$ cat src/ccz_defines.vh
// Register map, field positions and reset values of the control register zero block.
// Assumes inclusion by bare name from the block's design files.
`ifndef CCZ_DEFINES_VH
`define CCZ_DEFINES_VH

`define CCZ_ADDR_W        8
`define CCZ_OFF_CTL0      8'h00
`define CCZ_OFF_CTL1      8'h04
`define CCZ_OFF_TIMER     8'h08
`define CCZ_OFF_IRQ_STAT  8'h0C
`define CCZ_OFF_IRQ_MASK  8'h10

`define CCZ_BIT_RECEIVED_FRAME_FLAG     7
`define CCZ_BIT_RECEIVER_ACTIVE     6
`define CCZ_BIT_STOP_IN_WAIT     5
`define CCZ_BIT_BUS_SYNCHRONIZED     4
`define CCZ_BIT_TIMEN     3
`define CCZ_BIT_WAKEUP_ENABLE      2
`define CCZ_BIT_SLEEP_REQUEST     1
`define CCZ_BIT_INIT_REQUEST    0

`define CCZ_BIT_INIT_ACKNOWLEDGE    0
`define CCZ_BIT_SLEEP_ACKNOWLEDGE     1

`define CCZ_IRQ_RECEIVED_FRAME_FLAG     0
`define CCZ_IRQ_WAKE      1
`define CCZ_IRQ_W         2

`define CCZ_CTL0_RESET    8'h01
`define CCZ_TIMER_RESET   16'h0000
`define CCZ_MASK_RESET    2'h0

`define CCZ_RESP_OKAY     2'h0
`define CCZ_RESP_SLVERR   2'h2

`endif

$ cat src/ccz_can_ctl0.v
// CAN controller control register zero with its handshakes, timer and AXI4-Lite slave.
// Assumes the protocol engine runs on aclk and drives its status inputs on that clock;
// only the CAN receive pin is asynchronous.
//
// The implementer's own choices: the AXI4-Lite interface to the registers and the register addresses.
`timescale 1ns/10ps
`include "ccz_defines.vh"
module ccz_can_ctl0 (
  input  wire                   aclk,
  input  wire                   aresetn,
  input  wire [`CCZ_ADDR_W-1:0] s_axi_awaddr,
  input  wire                   s_axi_awvalid,
  output wire                   s_axi_awready,
  input  wire [31:0]            s_axi_wdata,
  input  wire [3:0]             s_axi_wstrb,
  input  wire                   s_axi_wvalid,
  output wire                   s_axi_wready,
  output wire [1:0]             s_axi_bresp,
  output wire                   s_axi_bvalid,
  input  wire                   s_axi_bready,
  input  wire [`CCZ_ADDR_W-1:0] s_axi_araddr,
  input  wire                   s_axi_arvalid,
  output wire                   s_axi_arready,
  output wire [31:0]            s_axi_rdata,
  output wire [1:0]             s_axi_rresp,
  output wire                   s_axi_rvalid,
  input  wire                   s_axi_rready,
  input  wire                   rx_pin,
  input  wire                   tx_bit_in,
  input  wire                   rx_frame_valid,
  input  wire                   rx_active_in,
  input  wire                   bus_synced_in,
  input  wire                   tx_buffers_empty,
  input  wire                   bit_clk_tick,
  input  wire                   msg_acked,
  input  wire                   cpu_wait_mode,
  output wire                   transmit_pin,
  output wire                   engine_init,
  output wire                   engine_sleep,
  output wire                   bus_if_clk_stop,
  output wire                   stamp_we,
  output wire [15:0]            stamp_value,
  output wire                   irq
);

  localparam [7:0]      CTL0_RST = `CCZ_CTL0_RESET;
  reg                   awready_r;
  reg                   wready_r;
  reg                   bvalid_r;
  reg  [1:0]            bresp_r;
  reg                   arready_r;
  reg                   rvalid_r;
  reg  [1:0]            rresp_r;
  reg  [31:0]           rdata_r;
  reg                   aw_held_r;
  reg                   w_held_r;
  reg  [`CCZ_ADDR_W-1:0] aw_addr_r;
  reg  [7:0]            w_data_r;
  reg                   w_lane0_r;

  reg                   received_frame_flag_r;
  reg                   stop_in_wait_r;
  reg                   timen_r;
  reg                   wakeup_enable_r;
  reg                   sleep_request_r;
  reg                   init_request_r;
  reg                   init_ack_r;
  reg                   sleep_ack_r;
  reg                   wakeup_enable_sleep_r;
  reg                   rx_prev_r;
  reg  [15:0]           timer_r;
  reg  [`CCZ_IRQ_W-1:0] irq_stat_r;
  reg  [`CCZ_IRQ_W-1:0] irq_mask_r;
  reg                   irq_r;
  reg                   tx_pin_r;
  reg                   clk_stop_r;
  reg                   stamp_we_r;
  reg  [15:0]           stamp_r;

  wire                  rx_sync;
  wire                  aw_take  = s_axi_awvalid & awready_r;
  wire                  w_take   = s_axi_wvalid & wready_r;
  wire                  ar_take  = s_axi_arvalid & arready_r;
  wire                  do_wr    = aw_held_r & w_held_r & ~bvalid_r;
  wire                  aw_held_nxt = do_wr ? 1'b0 : (aw_held_r | aw_take);
  wire                  w_held_nxt  = do_wr ? 1'b0 : (w_held_r | w_take);
  wire                  bvalid_nxt  = do_wr | (bvalid_r & ~s_axi_bready);
  wire                  rvalid_nxt  = ar_take | (rvalid_r & ~s_axi_rready);

  wire                  init_mode = init_request_r & init_ack_r;
  // Outside init excludes the entry and exit transitions as well as the settled mode
  wire                  wr_ok     = ~init_request_r & ~init_ack_r;
  wire                  wr_ctl0   = do_wr & w_lane0_r & (aw_addr_r == `CCZ_OFF_CTL0);
  wire                  wr_mask   = do_wr & w_lane0_r & (aw_addr_r == `CCZ_OFF_IRQ_MASK);
  wire                  bus_idle  = ~rx_active_in & tx_buffers_empty;
  wire                  sleeping  = sleep_request_r & sleep_ack_r;
  // A dominant edge on the bus counts as traffic
  wire                  wake_evt  = sleeping & wakeup_enable_sleep_r & rx_prev_r & ~rx_sync;
  wire                  rd_stat   = ar_take & (s_axi_araddr == `CCZ_OFF_IRQ_STAT);
  wire                  wait_stop = cpu_wait_mode & stop_in_wait_r;

  reg  [`CCZ_IRQ_W-1:0] irq_stat_nxt;
  reg                   received_frame_flag_nxt;
  reg                   sleep_request_nxt;
  reg                   init_request_nxt;
  reg  [7:0]            ctl0_rd;
  reg  [31:0]           rd_mux;
  reg                   rd_hit;

  ccz_sync #(
    .W(1)
  ) u_rx_sync (
    .aclk      (aclk),
    .aresetn   (aresetn),
    .async_in  (rx_pin),
    .reset_val (1'b1),
    .sync_out  (rx_sync)
  );

  always @* begin
    // Hardware set beats a write-one clear in the same cycle
    received_frame_flag_nxt = rx_frame_valid | (received_frame_flag_r & ~(wr_ctl0 & wr_ok & w_data_r[`CCZ_BIT_RECEIVED_FRAME_FLAG]));
    if (init_mode) begin
      received_frame_flag_nxt = 1'b0;
    end
    init_request_nxt = init_request_r;
    if (wr_ctl0) begin
      // Clearing is refused until the acknowledge has come
      if (w_data_r[`CCZ_BIT_INIT_REQUEST] | ~init_request_r | init_ack_r) begin
        init_request_nxt = w_data_r[`CCZ_BIT_INIT_REQUEST];
      end
    end
    sleep_request_nxt = sleep_request_r;
    if (wr_ctl0 & wr_ok) begin
      if (w_data_r[`CCZ_BIT_SLEEP_REQUEST] | ~sleep_request_r | sleep_ack_r) begin
        sleep_request_nxt = w_data_r[`CCZ_BIT_SLEEP_REQUEST];
      end
    end
    if (wake_evt) begin
      sleep_request_nxt = 1'b0;
    end
    irq_stat_nxt = rd_stat ? {`CCZ_IRQ_W{1'b0}} : irq_stat_r;
    irq_stat_nxt[`CCZ_IRQ_RECEIVED_FRAME_FLAG] = irq_stat_nxt[`CCZ_IRQ_RECEIVED_FRAME_FLAG] | (rx_frame_valid & ~init_mode);
    irq_stat_nxt[`CCZ_IRQ_WAKE]  = irq_stat_nxt[`CCZ_IRQ_WAKE] | wake_evt;
  end

  always @* begin
    // Live status reads as reset while init mode holds the register
    ctl0_rd = 8'h00;
    ctl0_rd[`CCZ_BIT_RECEIVED_FRAME_FLAG]  = received_frame_flag_r;
    // No loopback path exists here, so both receive flags always carry meaning
    ctl0_rd[`CCZ_BIT_RECEIVER_ACTIVE]  = rx_active_in & ~init_mode;
    ctl0_rd[`CCZ_BIT_STOP_IN_WAIT]  = stop_in_wait_r;
    ctl0_rd[`CCZ_BIT_BUS_SYNCHRONIZED]  = bus_synced_in & ~init_request_r;
    ctl0_rd[`CCZ_BIT_TIMEN]  = timen_r;
    ctl0_rd[`CCZ_BIT_WAKEUP_ENABLE]   = wakeup_enable_r;
    ctl0_rd[`CCZ_BIT_SLEEP_REQUEST]  = sleep_request_r;
    ctl0_rd[`CCZ_BIT_INIT_REQUEST] = init_request_r;
    rd_hit = 1'b1;
    rd_mux = 32'h00000000;
    case (s_axi_araddr)
      `CCZ_OFF_CTL0: begin
        rd_mux[7:0] = ctl0_rd;
      end
      `CCZ_OFF_CTL1: begin
        rd_mux[`CCZ_BIT_INIT_ACKNOWLEDGE] = init_ack_r;
        rd_mux[`CCZ_BIT_SLEEP_ACKNOWLEDGE]  = sleep_ack_r;
      end
      `CCZ_OFF_TIMER: begin
        rd_mux[15:0] = timer_r;
      end
      `CCZ_OFF_IRQ_STAT: begin
        rd_mux[`CCZ_IRQ_W-1:0] = irq_stat_r;
      end
      `CCZ_OFF_IRQ_MASK: begin
        rd_mux[`CCZ_IRQ_W-1:0] = irq_mask_r;
      end
      default: begin
        rd_hit = 1'b0;
      end
    endcase
  end

  always @(posedge aclk) begin
    if (!aresetn) begin
      awready_r <= 1'b0;
      wready_r  <= 1'b0;
      bvalid_r  <= 1'b0;
      bresp_r   <= `CCZ_RESP_OKAY;
      arready_r <= 1'b0;
      rvalid_r  <= 1'b0;
      rresp_r   <= `CCZ_RESP_OKAY;
      rdata_r   <= 32'h00000000;
      aw_held_r <= 1'b0;
      w_held_r  <= 1'b0;
      aw_addr_r <= {`CCZ_ADDR_W{1'b0}};
      w_data_r  <= 8'h00;
      w_lane0_r <= 1'b0;
    end else begin
      awready_r <= ~aw_held_nxt & ~bvalid_nxt;
      wready_r  <= ~w_held_nxt & ~bvalid_nxt;
      arready_r <= ~rvalid_nxt;
      aw_held_r <= aw_held_nxt;
      w_held_r  <= w_held_nxt;
      bvalid_r  <= bvalid_nxt;
      rvalid_r  <= rvalid_nxt;
      if (aw_take) begin
        aw_addr_r <= s_axi_awaddr;
      end
      if (w_take) begin
        w_data_r  <= s_axi_wdata[7:0];
        w_lane0_r <= s_axi_wstrb[0];
      end
      if (do_wr) begin
        bresp_r <= (aw_addr_r == `CCZ_OFF_CTL0 || aw_addr_r == `CCZ_OFF_CTL1 ||
                    aw_addr_r == `CCZ_OFF_TIMER || aw_addr_r == `CCZ_OFF_IRQ_STAT ||
                    aw_addr_r == `CCZ_OFF_IRQ_MASK) ? `CCZ_RESP_OKAY : `CCZ_RESP_SLVERR;
      end
      if (ar_take) begin
        rdata_r <= rd_mux;
        rresp_r <= rd_hit ? `CCZ_RESP_OKAY : `CCZ_RESP_SLVERR;
      end
    end
  end

  always @(posedge aclk) begin
    if (!aresetn) begin
      received_frame_flag_r      <= CTL0_RST[`CCZ_BIT_RECEIVED_FRAME_FLAG];
      stop_in_wait_r      <= CTL0_RST[`CCZ_BIT_STOP_IN_WAIT];
      timen_r      <= CTL0_RST[`CCZ_BIT_TIMEN];
      wakeup_enable_r       <= CTL0_RST[`CCZ_BIT_WAKEUP_ENABLE];
      sleep_request_r      <= CTL0_RST[`CCZ_BIT_SLEEP_REQUEST];
      init_request_r     <= CTL0_RST[`CCZ_BIT_INIT_REQUEST];
      init_ack_r   <= 1'b0;
      sleep_ack_r  <= 1'b0;
      wakeup_enable_sleep_r <= 1'b0;
      rx_prev_r    <= 1'b1;
      irq_stat_r   <= {`CCZ_IRQ_W{1'b0}};
      irq_mask_r   <= `CCZ_MASK_RESET;
      irq_r        <= 1'b0;
    end else begin
      received_frame_flag_r    <= received_frame_flag_nxt;
      init_request_r   <= init_request_nxt;
      sleep_request_r    <= sleep_request_nxt;
      rx_prev_r  <= rx_sync;
      irq_stat_r <= irq_stat_nxt;
      irq_r      <= |(irq_stat_nxt & irq_mask_r);
      if (wr_mask) begin
        irq_mask_r <= w_data_r[`CCZ_IRQ_W-1:0];
      end
      // The engine aborts and drops sync on the request; acknowledge follows a cycle later
      init_ack_r <= init_request_r;
      if (init_mode) begin
        stop_in_wait_r <= 1'b0;
        timen_r <= 1'b0;
      end else if (wr_ctl0 & wr_ok) begin
        stop_in_wait_r <= w_data_r[`CCZ_BIT_STOP_IN_WAIT];
        timen_r <= w_data_r[`CCZ_BIT_TIMEN];
        wakeup_enable_r  <= w_data_r[`CCZ_BIT_WAKEUP_ENABLE];
      end
      if (~sleep_request_r | wake_evt) begin
        sleep_ack_r <= 1'b0;
      end else if (~sleep_ack_r & bus_idle & ~init_request_r) begin
        sleep_ack_r  <= 1'b1;
        // Setting captured at entry rules the whole sleep period
        wakeup_enable_sleep_r <= wakeup_enable_r;
      end
    end
  end

  always @(posedge aclk) begin
    if (!aresetn) begin
      timer_r    <= `CCZ_TIMER_RESET;
      stamp_we_r <= 1'b0;
      stamp_r    <= `CCZ_TIMER_RESET;
      tx_pin_r   <= 1'b1;
      clk_stop_r <= 1'b0;
    end else begin
      if (~timen_r) begin
        timer_r <= `CCZ_TIMER_RESET;
      end else if (bit_clk_tick) begin
        timer_r <= timer_r + 16'h0001;
      end
      stamp_we_r <= timen_r & msg_acked;
      if (timen_r & msg_acked) begin
        stamp_r <= timer_r;
      end
      // Recessive is the only safe level once the engine may lose its clock
      tx_pin_r   <= (wait_stop | init_request_nxt) ? 1'b1 : tx_bit_in;
      clk_stop_r <= wait_stop;
    end
  end

  assign s_axi_awready   = awready_r;
  assign s_axi_wready    = wready_r;
  assign s_axi_bvalid    = bvalid_r;
  assign s_axi_bresp     = bresp_r;
  assign s_axi_arready   = arready_r;
  assign s_axi_rvalid    = rvalid_r;
  assign s_axi_rresp     = rresp_r;
  assign s_axi_rdata     = rdata_r;
  assign transmit_pin    = tx_pin_r;
  assign engine_init     = init_request_r;
  assign engine_sleep    = sleep_ack_r;
  assign bus_if_clk_stop = clk_stop_r;
  assign stamp_we        = stamp_we_r;
  assign stamp_value     = stamp_r;
  assign irq             = irq_r;

endmodule

$ cat src/ccz_sync.v
// Two-flop synchroniser, one stage pair per bit.
// Assumes the inputs are asynchronous to aclk; only the second stage may be read.
`timescale 1ns/10ps
module ccz_sync #(
  parameter W = 1
) (
  input  wire         aclk,
  input  wire         aresetn,
  input  wire [W-1:0] async_in,
  input  wire [W-1:0] reset_val,
  output wire [W-1:0] sync_out
);
  genvar i;
  generate
    for (i = 0; i < W; i = i + 1) begin : g_bit
      reg meta_r;
      reg sync_r;
      always @(posedge aclk) begin
        if (!aresetn) begin
          meta_r <= reset_val[i];
          sync_r <= reset_val[i];
        end else begin
          meta_r <= async_in[i];
          sync_r <= meta_r;
        end
      end
      assign sync_out[i] = sync_r;
    end
  endgenerate
endmodule

$ cat config.mk
export PLATFORM = sky130hd
export DESIGN_NAME = ccz_can_ctl0
export DESIGN_NICKNAME = d
export VERILOG_FILES = /design/src/ccz_can_ctl0.v /design/src/ccz_sync.v
export VERILOG_INCLUDE_DIRS = /design/src
export SDC_FILE = /design/constraint.sdc
export NUM_CORES = 1
export LEC_CHECK = 0
export ABC_AREA = 1
export BUFFER_PORTS_ARGS = -buffer_cell sky130_fd_sc_hd__buf_2
export CAP_MARGIN = 20
export CORE_UTILIZATION = 45
export CTS_CLUSTER_DIAMETER = 40
export DETAILED_ROUTE_END_ITERATION = 8
export PLACE_DENSITY = 0.75
export REMOVE_ABC_BUFFERS = 1
export SYNTH_ARGS = -nofsm -noshare
export SYNTH_HDL_FRONTEND = slang
export SYNTH_SLANG_ARGS = --single-unit
$ cat constraint.sdc
create_clock -name aclk -period 1.3 [get_ports aclk]
set_clock_uncertainty 0.15 [all_clocks]
set_input_delay 0.065 -clock aclk [delete_from_list [all_inputs] [get_ports aclk]]
set_output_delay 0.065 -clock aclk [all_outputs]
set_load 0.02 [all_outputs]
* Yosys cells after proc, flatten, opt, wreduce, memory -nomap -nowiden
Cells that the tools add are included.
** Cells by class
- Add/subtract/negate cells :: 1
- Equality and inequality tests :: 8
- Multiplexer cells :: 11
- Bitwise logic cells :: 61
- Reduce and logical (&&, ||, !) cells :: 16
** Operators by type and width (number)
- 8-bit by 4-bit equality test with 1-bit output, second input constant :: 4
- 1-bit bitwise AND :: 30
- 1-bit NOT :: 17
- 16-bit by 1-bit adder with 16-bit output, second input constant :: 1
- 8-bit by 3-bit equality test with 1-bit output, second input constant :: 2
- 8-bit by 5-bit equality test with 1-bit output, second input constant :: 2
- 8-bit zero test :: 2
- 1-bit bitwise OR :: 13
- 6-bit one-hot mux with 2 select lines :: 1
- 2-bit one-hot mux with 5 select lines :: 1
- 2-bit OR reduction :: 5
- 8-bit two-way mux :: 1
- 2-bit AND reduction :: 4
- 2-bit two-way mux :: 3
- 1-bit two-way mux :: 5
- 5-bit OR reduction :: 1
- 1-bit logical OR :: 4
- 2-bit bitwise AND :: 1
** Storage, ports and cells
- Bits in registers :: 96
- Input bits :: 68
- Output and inout bits :: 63
- Word-level logic and storage cells :: 130

* Longest topological paths before layout
- Word-level depth :: 9
- Gate-level depth with buffers :: 9
- Mapped depth without buffers :: 9

* Hierarchy
Synthesis repeated with hierarchy kept, for this count alone.
** Unflattened totals
- Cells, all modules :: 541
- Area, all modules :: 3927.5 sq um
** Modules (own cells, without submodules)
- ccz_can_ctl0 :: times used 1, cells each 533, area each 3862.5 sq um, sequential area each 1801.7 sq um
- ccz_sync :: times used 1, cells each 8, area each 65.1 sq um, sequential area each 40.0 sq um

* Worst setup path before layout
OpenSTA, ideal clock, no wires.
- Path type :: register -> register
- From :: register timer_r[0]
- To :: register timer_r[10]
- Library setup time :: 0.113 ns
- Data arrival time :: 1.163 ns
- Data required time :: 1.037 ns
- Setup slack :: -0.126 ns
- Stages on the path, launching flop included :: 9
- Path buffers :: 0
- Period minus slack after synthesis :: 1.426 ns
- Path through :: dfxtp_1 > ha_1 > nand3_2 > nor2_4 > nand2_4 > nor2_4 > nand2_1 > o21ai_1 > nor2_1
** On the way
- Longest elaborated chain between the ends :: 1
** Ends and longest elaborated chain
- start, declared :: line ccz_can_ctl0.v:71 : reg [15:0] timer_r;
- start signal, assigned :: line ccz_can_ctl0.v:273 : timer_r <= `CCZ_TIMER_RESET;
- start signal, assigned :: line ccz_can_ctl0.v:280 : timer_r <= `CCZ_TIMER_RESET;
- start signal, assigned :: line ccz_can_ctl0.v:282 : timer_r <= timer_r + 16'h0001;
- 16-bit by 1-bit adder with 16-bit output :: line ccz_can_ctl0.v:282
No other way between the ends.
A chain may end at the register's enable or synchronous reset.

* Worst setup path after layout
Ends and elaborated chain as after synthesis.

==> run_results.csv <==
group,metric,value,unit
synthesis,ys_ff_latch,92,
grt,via_count_of_the_first_global_routing_pass,3675,
critical_path,type_of_destination_of_the_critical_path,"flip-flop",
layout,multi_input_comb_area,0.001904,mm²
clocking,clock_tree.htree_level_count,3,
layout,filler_cell_count,646,
run_status,status,"finished with violations",
placement,place_congestion,0.8754,
synthesis,post_synth_top_flop,"sky130_fd_sc_hd__dfxtp_1",
critical_path,worst-endpoint-required,1410,ps
layout,post-route-util,66.98,%
floorplanning,die_area,0.009057,mm²
synthesis,yosys-mux-area-fraction,0,%
grt,grt-ovfl-total,0,
critical_path,cp.buffers_inverters,0,
layout,layout.area.seq,0.001869,mm²
placement,io_buffers,83,
sta,layout_setup_ws,-138.4,ps
synthesis,synth_area,0.003906,mm²
clocking,path_clk_slew,90,ps
synthesis,postSynth.asyncResetShare,0,%
floorplanning,floorplan.die.width,95.17,µm
routing,1st_pass_router_iterations,5,
pwr,leakage,0.002515,µW
critical_path,critical_path.most_common_cell,"sky130_fd_sc_hd__nor2_4",
job,cap_viol_max_count,0,
routing,dr.first_iter.drc_count,250,
placement,dpl_worst_slack,-191.8,ps
synthesis,synth_adder_area_share,0.3203,%
sta,finalHoldViolations,0,
synthesis,synth_edf_count,0,
layout,drive_gt1_share,32.43,%
clocking,clock_insertion_delay_worst_skew,360,ps
sta,slew_violations,0,
synthesis,synth-seq-area-share,47.15,%
critical_path,cp-start-kind,"flip-flop",
run_status,failed_checks,"setup timing",
critical_path,data_arrival_time_of_the_critical_path,1550,ps
sta,setup_repair_after_global_routing_missed_its_margin,"yes",
routing,wl_per_cell,13.64,µm
sta,layout_min_cycle_time,1438,ps
pwr,ir_worst_vdd,0.5511,mV
critical_path,slowest_stage,"sky130_fd_sc_hd__dfxtp_4",
synthesis,synth_top_family_by_area,"simple AND/OR/NAND/NOR gates",
routing,final_antenna_net_count,0,
routing,routed_wirelength,11.02,mm
sta,setup_viol,16,
floorplanning,die_h,95.17,µm
floorplanning,placeableCoreArea,0.008299,mm²
sta,maxClockFrequency,695.2,MHz
grt,grt_pass1_wl,16.50,mm
critical_path,crit_path_max_fanout,3,
grt,initial_antenna_violation_count,0,
clocking,clock_path_buffers,2,
critical_path,slowest_delay,380,ps
layout,fin_nets,767,
clocking,numClockSinks,92,
synthesis,postSynthAreaPerCell,7.370,µm²
routing,detail_route.vias_per_cell,5.110,
clocking,tritoncts_clock_tree,"built",
sta,layout_worst_path_cycle_share,110.6,%
critical_path,top_cell_family_by_delay_on_the_critical_path,"simple AND/OR/NAND/NOR gates",
layout,fin_area,0.005559,mm²
routing,routed-via-count,4129,
critical_path,timing.setup.critical_path_class,"flip-flop to flip-flop",
clocking,cts-buffers-inserted,9,
synthesis,synth_compound_gate_area_share,13.48,%
floorplanning,boundaryPins,131,
placement,dpl.hpwl,7.038,mm
routing,drt_drc_violations_left,0,
grt,globalRouteTotalUtil,23.46,%
synthesis,synth_cells,530,
layout,area_growth_syn_to_layout,42.31,%
pwr,power_density,979.3,mW/mm²
sta,hold_slack,13.77,ps
floorplanning,floorplan.rows,33,
critical_path,crit_path_cell_trace,"ha_4, nand3_4, nor2_4, nand2_4, nor2_4, nand2_2, o21ai_2, nor2_2",
synthesis,synthXorXnorAreaFrac,0.4484,%
floorplanning,start_util,47.07,%
grt,grt_max_degree,22,
clocking,root_buffer,"sky130_fd_sc_hd__clkbuf_8",
worst_hold_path,worstHoldPathType,"input port to flip-flop",
synthesis,number_of_library_cell_types_mapped_by_synthesis,27,
layout,antenna_cells_inserted,0,
synthesis,post_synthesis_simple_gate_area_fraction,27.51,%
placement,post_dp_cell_area,0.004641,mm²
synthesis,synth-warning-count,0,
[area by class of cell]
class | instances | area share, %
Multi-Input combinational cell | 363 | 34.26
Sequential cell | 92 | 33.63
Timing Repair Buffer | 172 | 22.48
Inverter | 60 | 4.231
Tap cell | 105 | 2.363
Clock buffer | 10 | 2.296
Clock inverter | 6 | 0.7427
[power by group]
| part | switching (µW) | leakage (µW) | internal, µW |
|---|---|---|---|
| Clock | 995 | 0.0000783 | 691 |
| Sequential | 66.8 | 0.000755 | 2910 |
| Combinational | 451 | 0.00168 | 332 |
[synthesized netlist by cell type, drive strengths merged, types with 3 or more instances]
library cell	n	area [µm²]
nor3	9	45.04
clkinv	3	11.26
clkbuf	6	22.52
a211oi	10	75.07
o21ai	53	265.3
nand4	10	62.56
inv	57	214.0
a21oi	36	180.2
nand3	36	195.2
or2	3	18.77
nand2	81	314.0
nor2	103	439.2
buf	26	181.4
dfxtp	92	1842
[kinds of logic (layout without fill, tap and decap cells)]
group                    Yosys count  count (layout)
buffers and inverters             92             248
AND/OR/NAND/NOR                  242             242
adder cells (fa/ha/maj)            1               1
flip-flops                        92              92
XOR/XNOR                           2               2
AO/OA/AOI/OAI                    100             100
other                              1              18
[tightest hold or removal path, cell delays in order]
cell and delay, ps:
sky130_fd_sc_hd__buf_2 120, sky130_fd_sc_hd__nand2_4 70, sky130_fd_sc_hd__buf_4 140, sky130_fd_sc_hd__nand2_1 60, sky130_fd_sc_hd__nor2_1 40
[stage by stage]
| step | setup TNS [ps] | total power (µW) | std cells |
|---|---|---|---|
| after floorplan | -8310 | 3356 | 515 |
| after global placement | -488.9 | 3596 | 745 |
| after detailed placement | -1282 | 3611 | 745 |
| after CTS | -851.7 | 5361 | 800 |
| after global routing | -2264 | 5653 | 808 |
| final | -1024 | 5444 | 808 |
[final timing paths]
kind / startpoint / to / slack [ps] / cells past startpoint
worst min register to register: u_rx_sync.g_bit[0].meta_r / u_rx_sync.sync_out / 280 / 1
worst max register to register: timer_r[0] / timer_r[10] / -140 / 8
worst max-delay path: timer_r[0] / timer_r[10] / -140 / 8
worst min-delay path: bit_clk_tick / timer_r[0] / 10 / 5
[repair_timing]
item | in CTS | in global routing
endpoints found under the setup margin | 25 | 41
endpoints found under the hold margin | 44 | 3
pin swaps | 10 | 22
hold buffers | 33 | 2
gates cloned | 0 | 1
resized for setup | 26 | 75
setup buffers | 6 | 5
[registers in the layout, summed over array words and instances (netlist names), 2 cells and up]
name and cells:
s_axi_rdata 16, w_data_r 6, irq_stat_r 2, timer_r 16, irq_mask_r 2, stamp_value 16
aw_addr_r 8
[layer usage]
layer  wire (µm)  part of all wire (%)  vias to the layer above  global-route usage [%]
met2        5193                    47                      167                   37.80
met4         297                   2.7                        0                   12.25
met5           0                     0                        -                       0
met3         627                   5.7                       27                   2.871
li1            -                     -                     2016                       -
met1        4905                    44                     1919                   30.67
[cells in the final DEF (no fill, tap or decap), types with 3 or more instances in the layout]
master,count
sky130_fd_sc_hd__nor2_1,83
sky130_fd_sc_hd__buf_2,83
sky130_fd_sc_hd__dfxtp_1,78
sky130_fd_sc_hd__nand2_1,67
sky130_fd_sc_hd__inv_1,51
sky130_fd_sc_hd__buf_4,44
sky130_fd_sc_hd__o21ai_0,42
sky130_fd_sc_hd__dlygate4sd3_1,34
sky130_fd_sc_hd__a21oi_1,33
sky130_fd_sc_hd__nand3_1,29
sky130_fd_sc_hd__conb_1,18
sky130_fd_sc_hd__nor2_4,12
sky130_fd_sc_hd__nand2_2,11
sky130_fd_sc_hd__nand4_1,10
sky130_fd_sc_hd__dfxtp_2,10
sky130_fd_sc_hd__a211oi_1,9
sky130_fd_sc_hd__clkbuf_8,9
sky130_fd_sc_hd__nor2_2,8
sky130_fd_sc_hd__o21ai_1,8
sky130_fd_sc_hd__nor3_1,7
sky130_fd_sc_hd__inv_2,6
sky130_fd_sc_hd__buf_6,5
sky130_fd_sc_hd__nand3_4,4
sky130_fd_sc_hd__dfxtp_4,4
sky130_fd_sc_hd__nand2_4,3
sky130_fd_sc_hd__nand3_2,3
sky130_fd_sc_hd__o21ai_2,3
sky130_fd_sc_hd__or2_2,3
sky130_fd_sc_hd__a21oi_2,3
sky130_fd_sc_hd__clkinvlp_4,3
Note: power is estimated with default switching activity, not from simulation.
